[config.mk]
export PLATFORM = sky130hd
export DESIGN_NAME = cms_status
export DESIGN_NICKNAME = d
export VERILOG_FILES = /design/src/rtl/cms_pkg.sv /design/src/rtl/cms_status.sv /design/src/rtl/cms_sync.sv
export SDC_FILE = /design/constraint.sdc
export NUM_CORES = 1
export LEC_CHECK = 0
export BUFFER_PORTS_ARGS = -buffer_cell sky130_fd_sc_hd__buf_2
export CAP_MARGIN = 20
export CORE_MARGIN = 10
export CORE_UTILIZATION = 52
export CTS_CLUSTER_DIAMETER = 30
export DETAILED_ROUTE_END_ITERATION = 16
export HOLD_SLACK_MARGIN = 0.08
export PLACE_DENSITY = 0.77
export SLEW_MARGIN = 0
export SYNTH_ARGS = -nofsm -noshare
export SYNTH_HDL_FRONTEND = slang
export SYNTH_HIERARCHICAL = 1
export SYNTH_SLANG_ARGS = --single-unit
[constraint.sdc]
create_clock -name clock -period 1.8 [get_ports clock]
set_input_delay 0.18 -clock clock [delete_from_list [all_inputs] [get_ports clock]]
set_output_delay 0.18 -clock clock [all_outputs]
set_load 0.02 [all_outputs]
[src/rtl/cms_pkg.sv]
// Constants for the controller mode and status block.
// Assumes a single 10 MHz module clock and a plain register port.
`default_nettype none
package cms_pkg;
	localparam int ADDR_W = 4;
	localparam int DATA_W = 32;
	// Register word addresses
	localparam logic [3:0] ADDR_STATUS = 4'h0;
	localparam logic [3:0] ADDR_CONTROL = 4'h1;
	localparam logic [3:0] ADDR_IRQ_STAT = 4'h2;
	localparam logic [3:0] ADDR_IRQ_MASK = 4'h3;
	// Status bit positions
	localparam int BIT_TX = 0;
	localparam int BIT_RX = 1;
	localparam int BIT_RSVD = 2;
	localparam int BIT_PDN_ACK = 3;
	localparam int BIT_GRANT = 4;
	localparam int BIT_SUSP_ACK = 5;
	// Control bit positions
	localparam int BIT_SOFT_RUN = 16;
	localparam int BIT_CFG_REQ = 0;
	localparam int BIT_PDN_REQ = 1;
	localparam int BIT_SUSP_REQ = 2;
	// Interrupt event positions
	localparam int EV_SUSP = 0;
	localparam int EV_GRANT = 1;
	localparam int EV_PDN = 2;
	localparam int EV_W = 3;
	localparam logic [31:0] CONTROL_RESET = 32'h0000_0001;
	localparam logic [2:0] EV_ZERO = 3'h0;
	localparam logic [31:0] WORD_ZERO = 32'h0000_0000;
	// Module clock figures
	localparam int CLOCK_HZ = 10_000_000;
	localparam int BIT_TIME_NS = 1000;
	localparam int CYCLES_PER_BIT = BIT_TIME_NS / (1_000_000_000 / CLOCK_HZ);
	// Longest frame in bits, including stuffing and interframe space
	localparam int FRAME_BITS = 160;
	localparam int FRAME_CYCLES = FRAME_BITS * CYCLES_PER_BIT;
	typedef enum logic [1:0] {CMS_RUN, CMS_DRAIN, CMS_SUSP} cms_susp_e;
endpackage : cms_pkg
`default_nettype wire

[src/rtl/cms_status.sv]
// Mode and status bits of a CAN controller error-and-status word.
// Assumes a protocol engine that reports frame activity and obeys freeze.
//
// Overview of operation
// - Suspend acknowledge, bit 5, sets once suspended, one cycle to a frame.
// - While suspended the protocol engine is frozen: no receive or transmit.
// - Suspend requested mid-frame waits for that frame to end.
// - Debug suspend accepted only when soft-run bit 16 of control is zero.
// - Bit 4 shows configuration write grant, set one cycle after grant.
// - Configuration grant bit reads one after reset.
// - Once cleared, grant not set again until receive pin sampled high.
// - Bit 3 is one in power-down, zero in normal operation.
// - Bit 1 high while the engine is actually receiving a message.
// - Bit 0 high while the engine is actually transmitting a message.
// - Bit 2 reserved: writes ignored, value not to be relied on.
//
// Chosen here: the register addresses and strobed register access.
`default_nettype none
module cms_status
	import cms_pkg::*;
(
	input wire logic clock,
	input wire logic rst_b,
	input wire logic [cms_pkg::ADDR_W-1:0] reg_addr,
	input wire logic [cms_pkg::DATA_W-1:0] reg_wdata,
	input wire logic reg_write,
	input wire logic reg_read,
	output logic [cms_pkg::DATA_W-1:0] reg_rdata,
	input wire logic debug_halt,
	input wire logic bus_receive_pin,
	input wire logic engine_rx_busy,
	input wire logic engine_tx_busy,
	input wire logic engine_frame_end,
	output logic engine_freeze,
	output logic config_write_grant,
	output logic powerdown_ack,
	output logic irq
);
	import cms_pkg::*;

	logic [DATA_W-1:0] master_control_reg;
	logic [EV_W-1:0] irq_stat;
	logic [EV_W-1:0] irq_mask;
	logic [EV_W-1:0] next_irq_stat;
	logic [EV_W-1:0] events;
	cms_susp_e susp_state;
	cms_susp_e next_susp_state;
	logic suspend_ack;
	logic receive_active;
	logic transmit_active;
	logic halt_sync;
	logic halt_meta;
	logic rx_pin_sync;
	logic rx_seen_high;
	logic frame_busy;
	logic suspend_req;
	logic cfg_req;
	logic cfg_grant_pending;
	logic prev_suspend_ack;
	logic prev_grant;
	logic prev_powerdown;

	function automatic logic is_write(input logic [ADDR_W-1:0] a);
		is_write = reg_write && (reg_addr == a);
	endfunction : is_write

	cms_sync u_rx_sync (
		.clock(clock),
		.rst_b(rst_b),
		.async_in(bus_receive_pin),
		.sync_out(rx_pin_sync)
	);

	// Debugger halt is another domain, double sampled
	always_ff @(posedge clock) begin
		if (!rst_b) begin
			halt_meta <= 1'b0;
			halt_sync <= 1'b0;
		end else begin
			halt_meta <= debug_halt;
			halt_sync <= halt_meta;
		end
	end

	always_ff @(posedge clock) begin
		if (!rst_b) begin
			master_control_reg <= CONTROL_RESET;
		end else if (is_write(ADDR_CONTROL)) begin
			master_control_reg <= reg_wdata;
		end
	end

	assign suspend_req = halt_sync && !master_control_reg[BIT_SOFT_RUN]
		|| master_control_reg[BIT_SUSP_REQ]
		&& !master_control_reg[BIT_SOFT_RUN];
	assign frame_busy = engine_rx_busy || engine_tx_busy;

	always_comb begin
		next_susp_state = susp_state;
		unique case (susp_state)
			CMS_RUN: begin
				if (suspend_req) begin
					next_susp_state = frame_busy ? CMS_DRAIN : CMS_SUSP;
				end
			end
			CMS_DRAIN: begin
				if (!suspend_req) begin
					next_susp_state = CMS_RUN;
				end else if (engine_frame_end || !frame_busy) begin
					next_susp_state = CMS_SUSP;
				end
			end
			CMS_SUSP: begin
				if (!suspend_req) begin
					next_susp_state = CMS_RUN;
				end
			end
		endcase
	end

	always_ff @(posedge clock) begin
		if (!rst_b) begin
			susp_state <= CMS_RUN;
		end else begin
			susp_state <= next_susp_state;
		end
	end

	always_ff @(posedge clock) begin
		if (!rst_b) begin
			suspend_ack <= 1'b0;
		end else begin
			suspend_ack <= (next_susp_state == CMS_SUSP);
		end
	end

	always_ff @(posedge clock) begin
		if (!rst_b) begin
			engine_freeze <= 1'b0;
		end else begin
			engine_freeze <= (next_susp_state == CMS_SUSP);
		end
	end

	// Request clear or set of the configuration grant
	assign cfg_req = master_control_reg[BIT_CFG_REQ];

	always_ff @(posedge clock) begin
		if (!rst_b) begin
			rx_seen_high <= 1'b1;
		end else if (config_write_grant && !cfg_req) begin
			rx_seen_high <= 1'b0;
		end else if (rx_pin_sync) begin
			rx_seen_high <= 1'b1;
		end
	end

	// Grant is decided a cycle before it shows
	always_ff @(posedge clock) begin
		if (!rst_b) begin
			cfg_grant_pending <= 1'b1;
		end else begin
			cfg_grant_pending <= cfg_req && (config_write_grant || rx_seen_high);
		end
	end

	always_ff @(posedge clock) begin
		if (!rst_b) begin
			config_write_grant <= 1'b1;
		end else begin
			config_write_grant <= cfg_grant_pending;
		end
	end

	always_ff @(posedge clock) begin
		if (!rst_b) begin
			powerdown_ack <= 1'b0;
		end else begin
			powerdown_ack <= master_control_reg[BIT_PDN_REQ] && !frame_busy;
		end
	end

	always_ff @(posedge clock) begin
		if (!rst_b) begin
			receive_active <= 1'b0;
			transmit_active <= 1'b0;
		end else begin
			receive_active <= engine_rx_busy && !engine_freeze;
			transmit_active <= engine_tx_busy && !engine_freeze;
		end
	end

	// Rising edges of acknowledges become events
	always_ff @(posedge clock) begin
		if (!rst_b) begin
			prev_suspend_ack <= 1'b0;
			prev_grant <= 1'b1;
			prev_powerdown <= 1'b0;
		end else begin
			prev_suspend_ack <= suspend_ack;
			prev_grant <= config_write_grant;
			prev_powerdown <= powerdown_ack;
		end
	end

	assign events = {powerdown_ack && !prev_powerdown,
		config_write_grant && !prev_grant,
		suspend_ack && !prev_suspend_ack};

	// Set wins over a write-one clear
	always_comb begin
		next_irq_stat = irq_stat;
		if (is_write(ADDR_IRQ_STAT)) begin
			next_irq_stat = irq_stat & ~reg_wdata[EV_W-1:0];
		end
		next_irq_stat = next_irq_stat | events;
	end

	always_ff @(posedge clock) begin
		if (!rst_b) begin
			irq_stat <= EV_ZERO;
		end else begin
			irq_stat <= next_irq_stat;
		end
	end

	always_ff @(posedge clock) begin
		if (!rst_b) begin
			irq_mask <= EV_ZERO;
		end else if (is_write(ADDR_IRQ_MASK)) begin
			irq_mask <= reg_wdata[EV_W-1:0];
		end
	end

	always_ff @(posedge clock) begin
		if (!rst_b) begin
			irq <= 1'b0;
		end else begin
			irq <= |(next_irq_stat & irq_mask);
		end
	end

	always_ff @(posedge clock) begin
		if (!rst_b) begin
			reg_rdata <= WORD_ZERO;
		end else begin
			reg_rdata <= WORD_ZERO;
			if (reg_read) begin
				unique case (reg_addr)
					ADDR_STATUS: begin
						reg_rdata[BIT_SUSP_ACK] <= suspend_ack;
						reg_rdata[BIT_GRANT] <= config_write_grant;
						reg_rdata[BIT_PDN_ACK] <= powerdown_ack;
						reg_rdata[BIT_RSVD] <= 1'b0;
						reg_rdata[BIT_RX] <= receive_active;
						reg_rdata[BIT_TX] <= transmit_active;
					end
					ADDR_CONTROL: reg_rdata <= master_control_reg;
					ADDR_IRQ_STAT: reg_rdata[EV_W-1:0] <= irq_stat;
					ADDR_IRQ_MASK: reg_rdata[EV_W-1:0] <= irq_mask;
					default: reg_rdata <= WORD_ZERO;
				endcase
			end
		end
	end
endmodule : cms_status
`default_nettype wire

[src/rtl/cms_sync.sv]
// Two flip-flop synchroniser for a level from a pin.
// Assumes the input is asynchronous to clock.
`default_nettype none
module cms_sync (
	input wire logic clock,
	input wire logic rst_b,
	input wire logic async_in,
	output logic sync_out
);
	logic stage1;
	// Recessive level reset value, bus idles high
	always_ff @(posedge clock) begin
		if (!rst_b) begin
			stage1 <= 1'b1;
			sync_out <= 1'b1;
		end else begin
			stage1 <= async_in;
			sync_out <= stage1;
		end
	end
endmodule : cms_sync
`default_nettype wire

==> flow_summary.toml <==
[outcome]
status = "complete, no violations"

[timing]
period_minus_slack_ns = 1.573
skew_ns = 0.008823
hold_viol_final = 0
rsz0062_at_grt = "no"
finalWorstSetupSlack_ns = 0.2270
post-route-period-util_pct = 87.39
tightest_slew_ns = 0.3704
finalSetupTns_ns = 0
timing.slew.headroom_pct = 75.25
timing.fmax_mhz = 635.7
finalMaxSlewViolations = 0
finalSetupViolations = 0

[cells_and_area]
final_common_cell = "dfxtp_1"
fillers = 450
area_growth_pct = 30.19
final_cell_mix = "dfxtp_1 (87), buf_2 (80), nand2_1 (72)"
fin_nets = 468
final_cells = 501
diodes = 0
drive_gt1_share_pct = 25.82

[logic_synthesis]
synthDistinctLibCells = 41
synth_flop_cell = "dfxtp_1"
seq_area_frac_synth_pct = 56.33
synthCells = 313
syn_nets = 360
avgSynthCellArea_sq_um = 9.878
synth-seq-cells = 87
synthesis.area_sq_um = 3092
synth_edf_count = 0
synth-async-reset-ratio_pct = 0
synth_warnings = 6

[grt]
grt_pass1_vias = 2518
antenna_found_initial = 0
grt_pass1_wl_um = 12000
grtUsageTotal_pct = 15.48
gr-total-overflow = 0
grt_max_degree = 43

[pwr]
p_leak_uw = 0.001721
peakVddDrop_uv = 758.5
p_per_area_nw_per_um2 = 839.3

[drt]
drc_errors = 0
first_pass_iters = 4
route.vias.total = 2467
drt_wl_total_um = 7302
post_drt_wl_per_cell_um = 14.57
drtAntennaViolNets = 0
drt_iter0_markers = 66
viasPerCell = 4.924

[placement]
place_ws_ns = 0.2533
port_buffers = 80
placed_cells = 455
gp_congestion = 0.9286
dp_hpwl_um = 5048

[hold_path]
hold_path.class = "in -> reg"

[floorplan]
fp.coreArea_sq_um = 5851
ios = 81
rows = 28
die_width_um = 97.11
die_h_um = 97.11
design.die.area_sq_um = 9429
start_util_pct = 52.84

[worst_setup_path]
cp_slowest_cell = "dfxtp_1"
cp.required_ns = 2.05
arrival_ns = 1.83
worstPathMaxFanout = 5
crit_type = "reg -> reg"
slowest_delay_ns = 0.37
cp-end-kind = "flop"
path_cells = "inv_1 > ha_1 > o21ai_0 > mux2_2 > o41a_1 > and2_1"
startpoint_type = "flop"

[clock_network]
cts_tree = "done"
h-tree-depth = 3
clockBufferDepth = 2
cts.clk_slew.worst_paths_ns = 0.08
cts_root_buf = "clkbuf_8"
clkSinkCount = 87
clock_latency_ns = 0.35
cts_buffers = 9

[flow_run]
max-cap-violations = 0
## worst paths after layout
| path | startpoint | to | slack, ns | cells past startpoint |
|---|---|---|---|---|
| setup / recovery | susp_state[0]$_SDFF_PN0_ | engine_freeze$_SDFF_PN0_ | 0.23 | 6 |
| hold / removal | reg_wdata[31] | master_control_reg[31]$_SDFFE_PN0P_ | 0.09 | 3 |
| setup reg to reg | susp_state[0]$_SDFF_PN0_ | engine_freeze$_SDFF_PN0_ | 0.23 | 6 |
| hold reg to reg | cfg_grant_pending$_SDFF_PN1_ | config_write_grant$_SDFF_PN1_ | 0.41 | 1 |
## per-stage QoR
stage          cell area [sq um]  power [uW]  hold WS, ns  utilization (%)
3_5_place_dp                3551        2180       0.3664            60.69
2_1_floorplan               3092        2100       0.2530                -
6_report                    4025        3378      0.09052            68.80
3_3_place_gp                3551        2177       0.3647            60.69
4_1_cts                     4025        3411      0.08045            68.80
5_1_grt                     4025        3517      0.09736            68.80
## what timing repair did
action	CTS	global route
endpoints found under the setup margin	0	0
gates resized for setup	0	0
buffers inserted	0	0
hold buffers	30	0
hold endpoints to repair	30	0
## final cells by class
| class | count | area (sq um) | area share, % |
|---|---|---|---|
| sequential | 87 | 1742 | 43.27 |
| tap | 75 | 93.84 | 2.331 |
| clock buffer | 10 | 137.6 | 3.419 |
| inverter | 3 | 11.26 | 0.2798 |
| multi-input combinational | 205 | 1229 | 30.53 |
| clock inverter | 6 | 36.28 | 0.9015 |
| timing repair buffer | 115 | 775.7 | 19.27 |
## cells by family (layout without fill, tap and decap cells)
kind of cell	count (synthesis)	count (layout)	share of synthesized area (%)
multiplexers	9	9	2.995
AO/OA/AOI/OAI	53	53	12.83
AND/OR/NAND/NOR	141	141	23.11
buffers and inverters	21	134	3.925
flip-flops	87	87	56.33
adder cells (fa/ha/maj)	2	2	0.8093
## where the power goes
group | internal (uW) | switching [uW]
sequential | 1940 | 11.1
clock | 531 | 661
combinational | 132 | 98.6
total | 2610 | 770
## worst max-delay path: cells and delay by family, from the launching register on
| family | cells | cell delay [ns] |
|---|---|---|
| flops | 1 | 0.37 |
| mux | 1 | 0.27 |
| compound gates | 2 | 0.23 |
| simple gates | 1 | 0.16 |
| fa+ha+maj | 1 | 0.36 |
| buf+inv | 1 | 0.08 |
## cells in the mapped netlist (3+ instances only)
| cell type | instances | share of area [%] |
|---|---|---|
| dfxtp_1 | 87 | 56 |
| nand2_1 | 72 | 8.7 |
| and2_1 | 34 | 6.9 |
| a21boi_1 | 29 | 7.0 |
| mux2i_1 | 7 | 2.3 |
| nand2b_1 | 7 | 1.4 |
| nor2_1 | 6 | 0.73 |
| buf_2 | 5 | 0.81 |
| clkbuf_1 | 5 | 0.61 |
| nor2b_1 | 5 | 1.0 |
| a21boi_0 | 4 | 0.97 |
| a21oi_1 | 4 | 0.65 |
| buf_4 | 3 | 0.73 |
| buf_6 | 3 | 1.1 |
| inv_1 | 3 | 0.36 |
| nor3_1 | 3 | 0.49 |
## routing by layer
layer | vias up | share of wire [%] | global-route usage, %
met5 | - | 0 | 0
met2 | 65 | 51 | 26.44
li1 | 1235 | - | -
met1 | 1148 | 41 | 17.07
met3 | 19 | 5.8 | 4.267
met4 | 0 | 2.5 | 8.173
No activity file was read; power rests on OpenSTA's default activity.
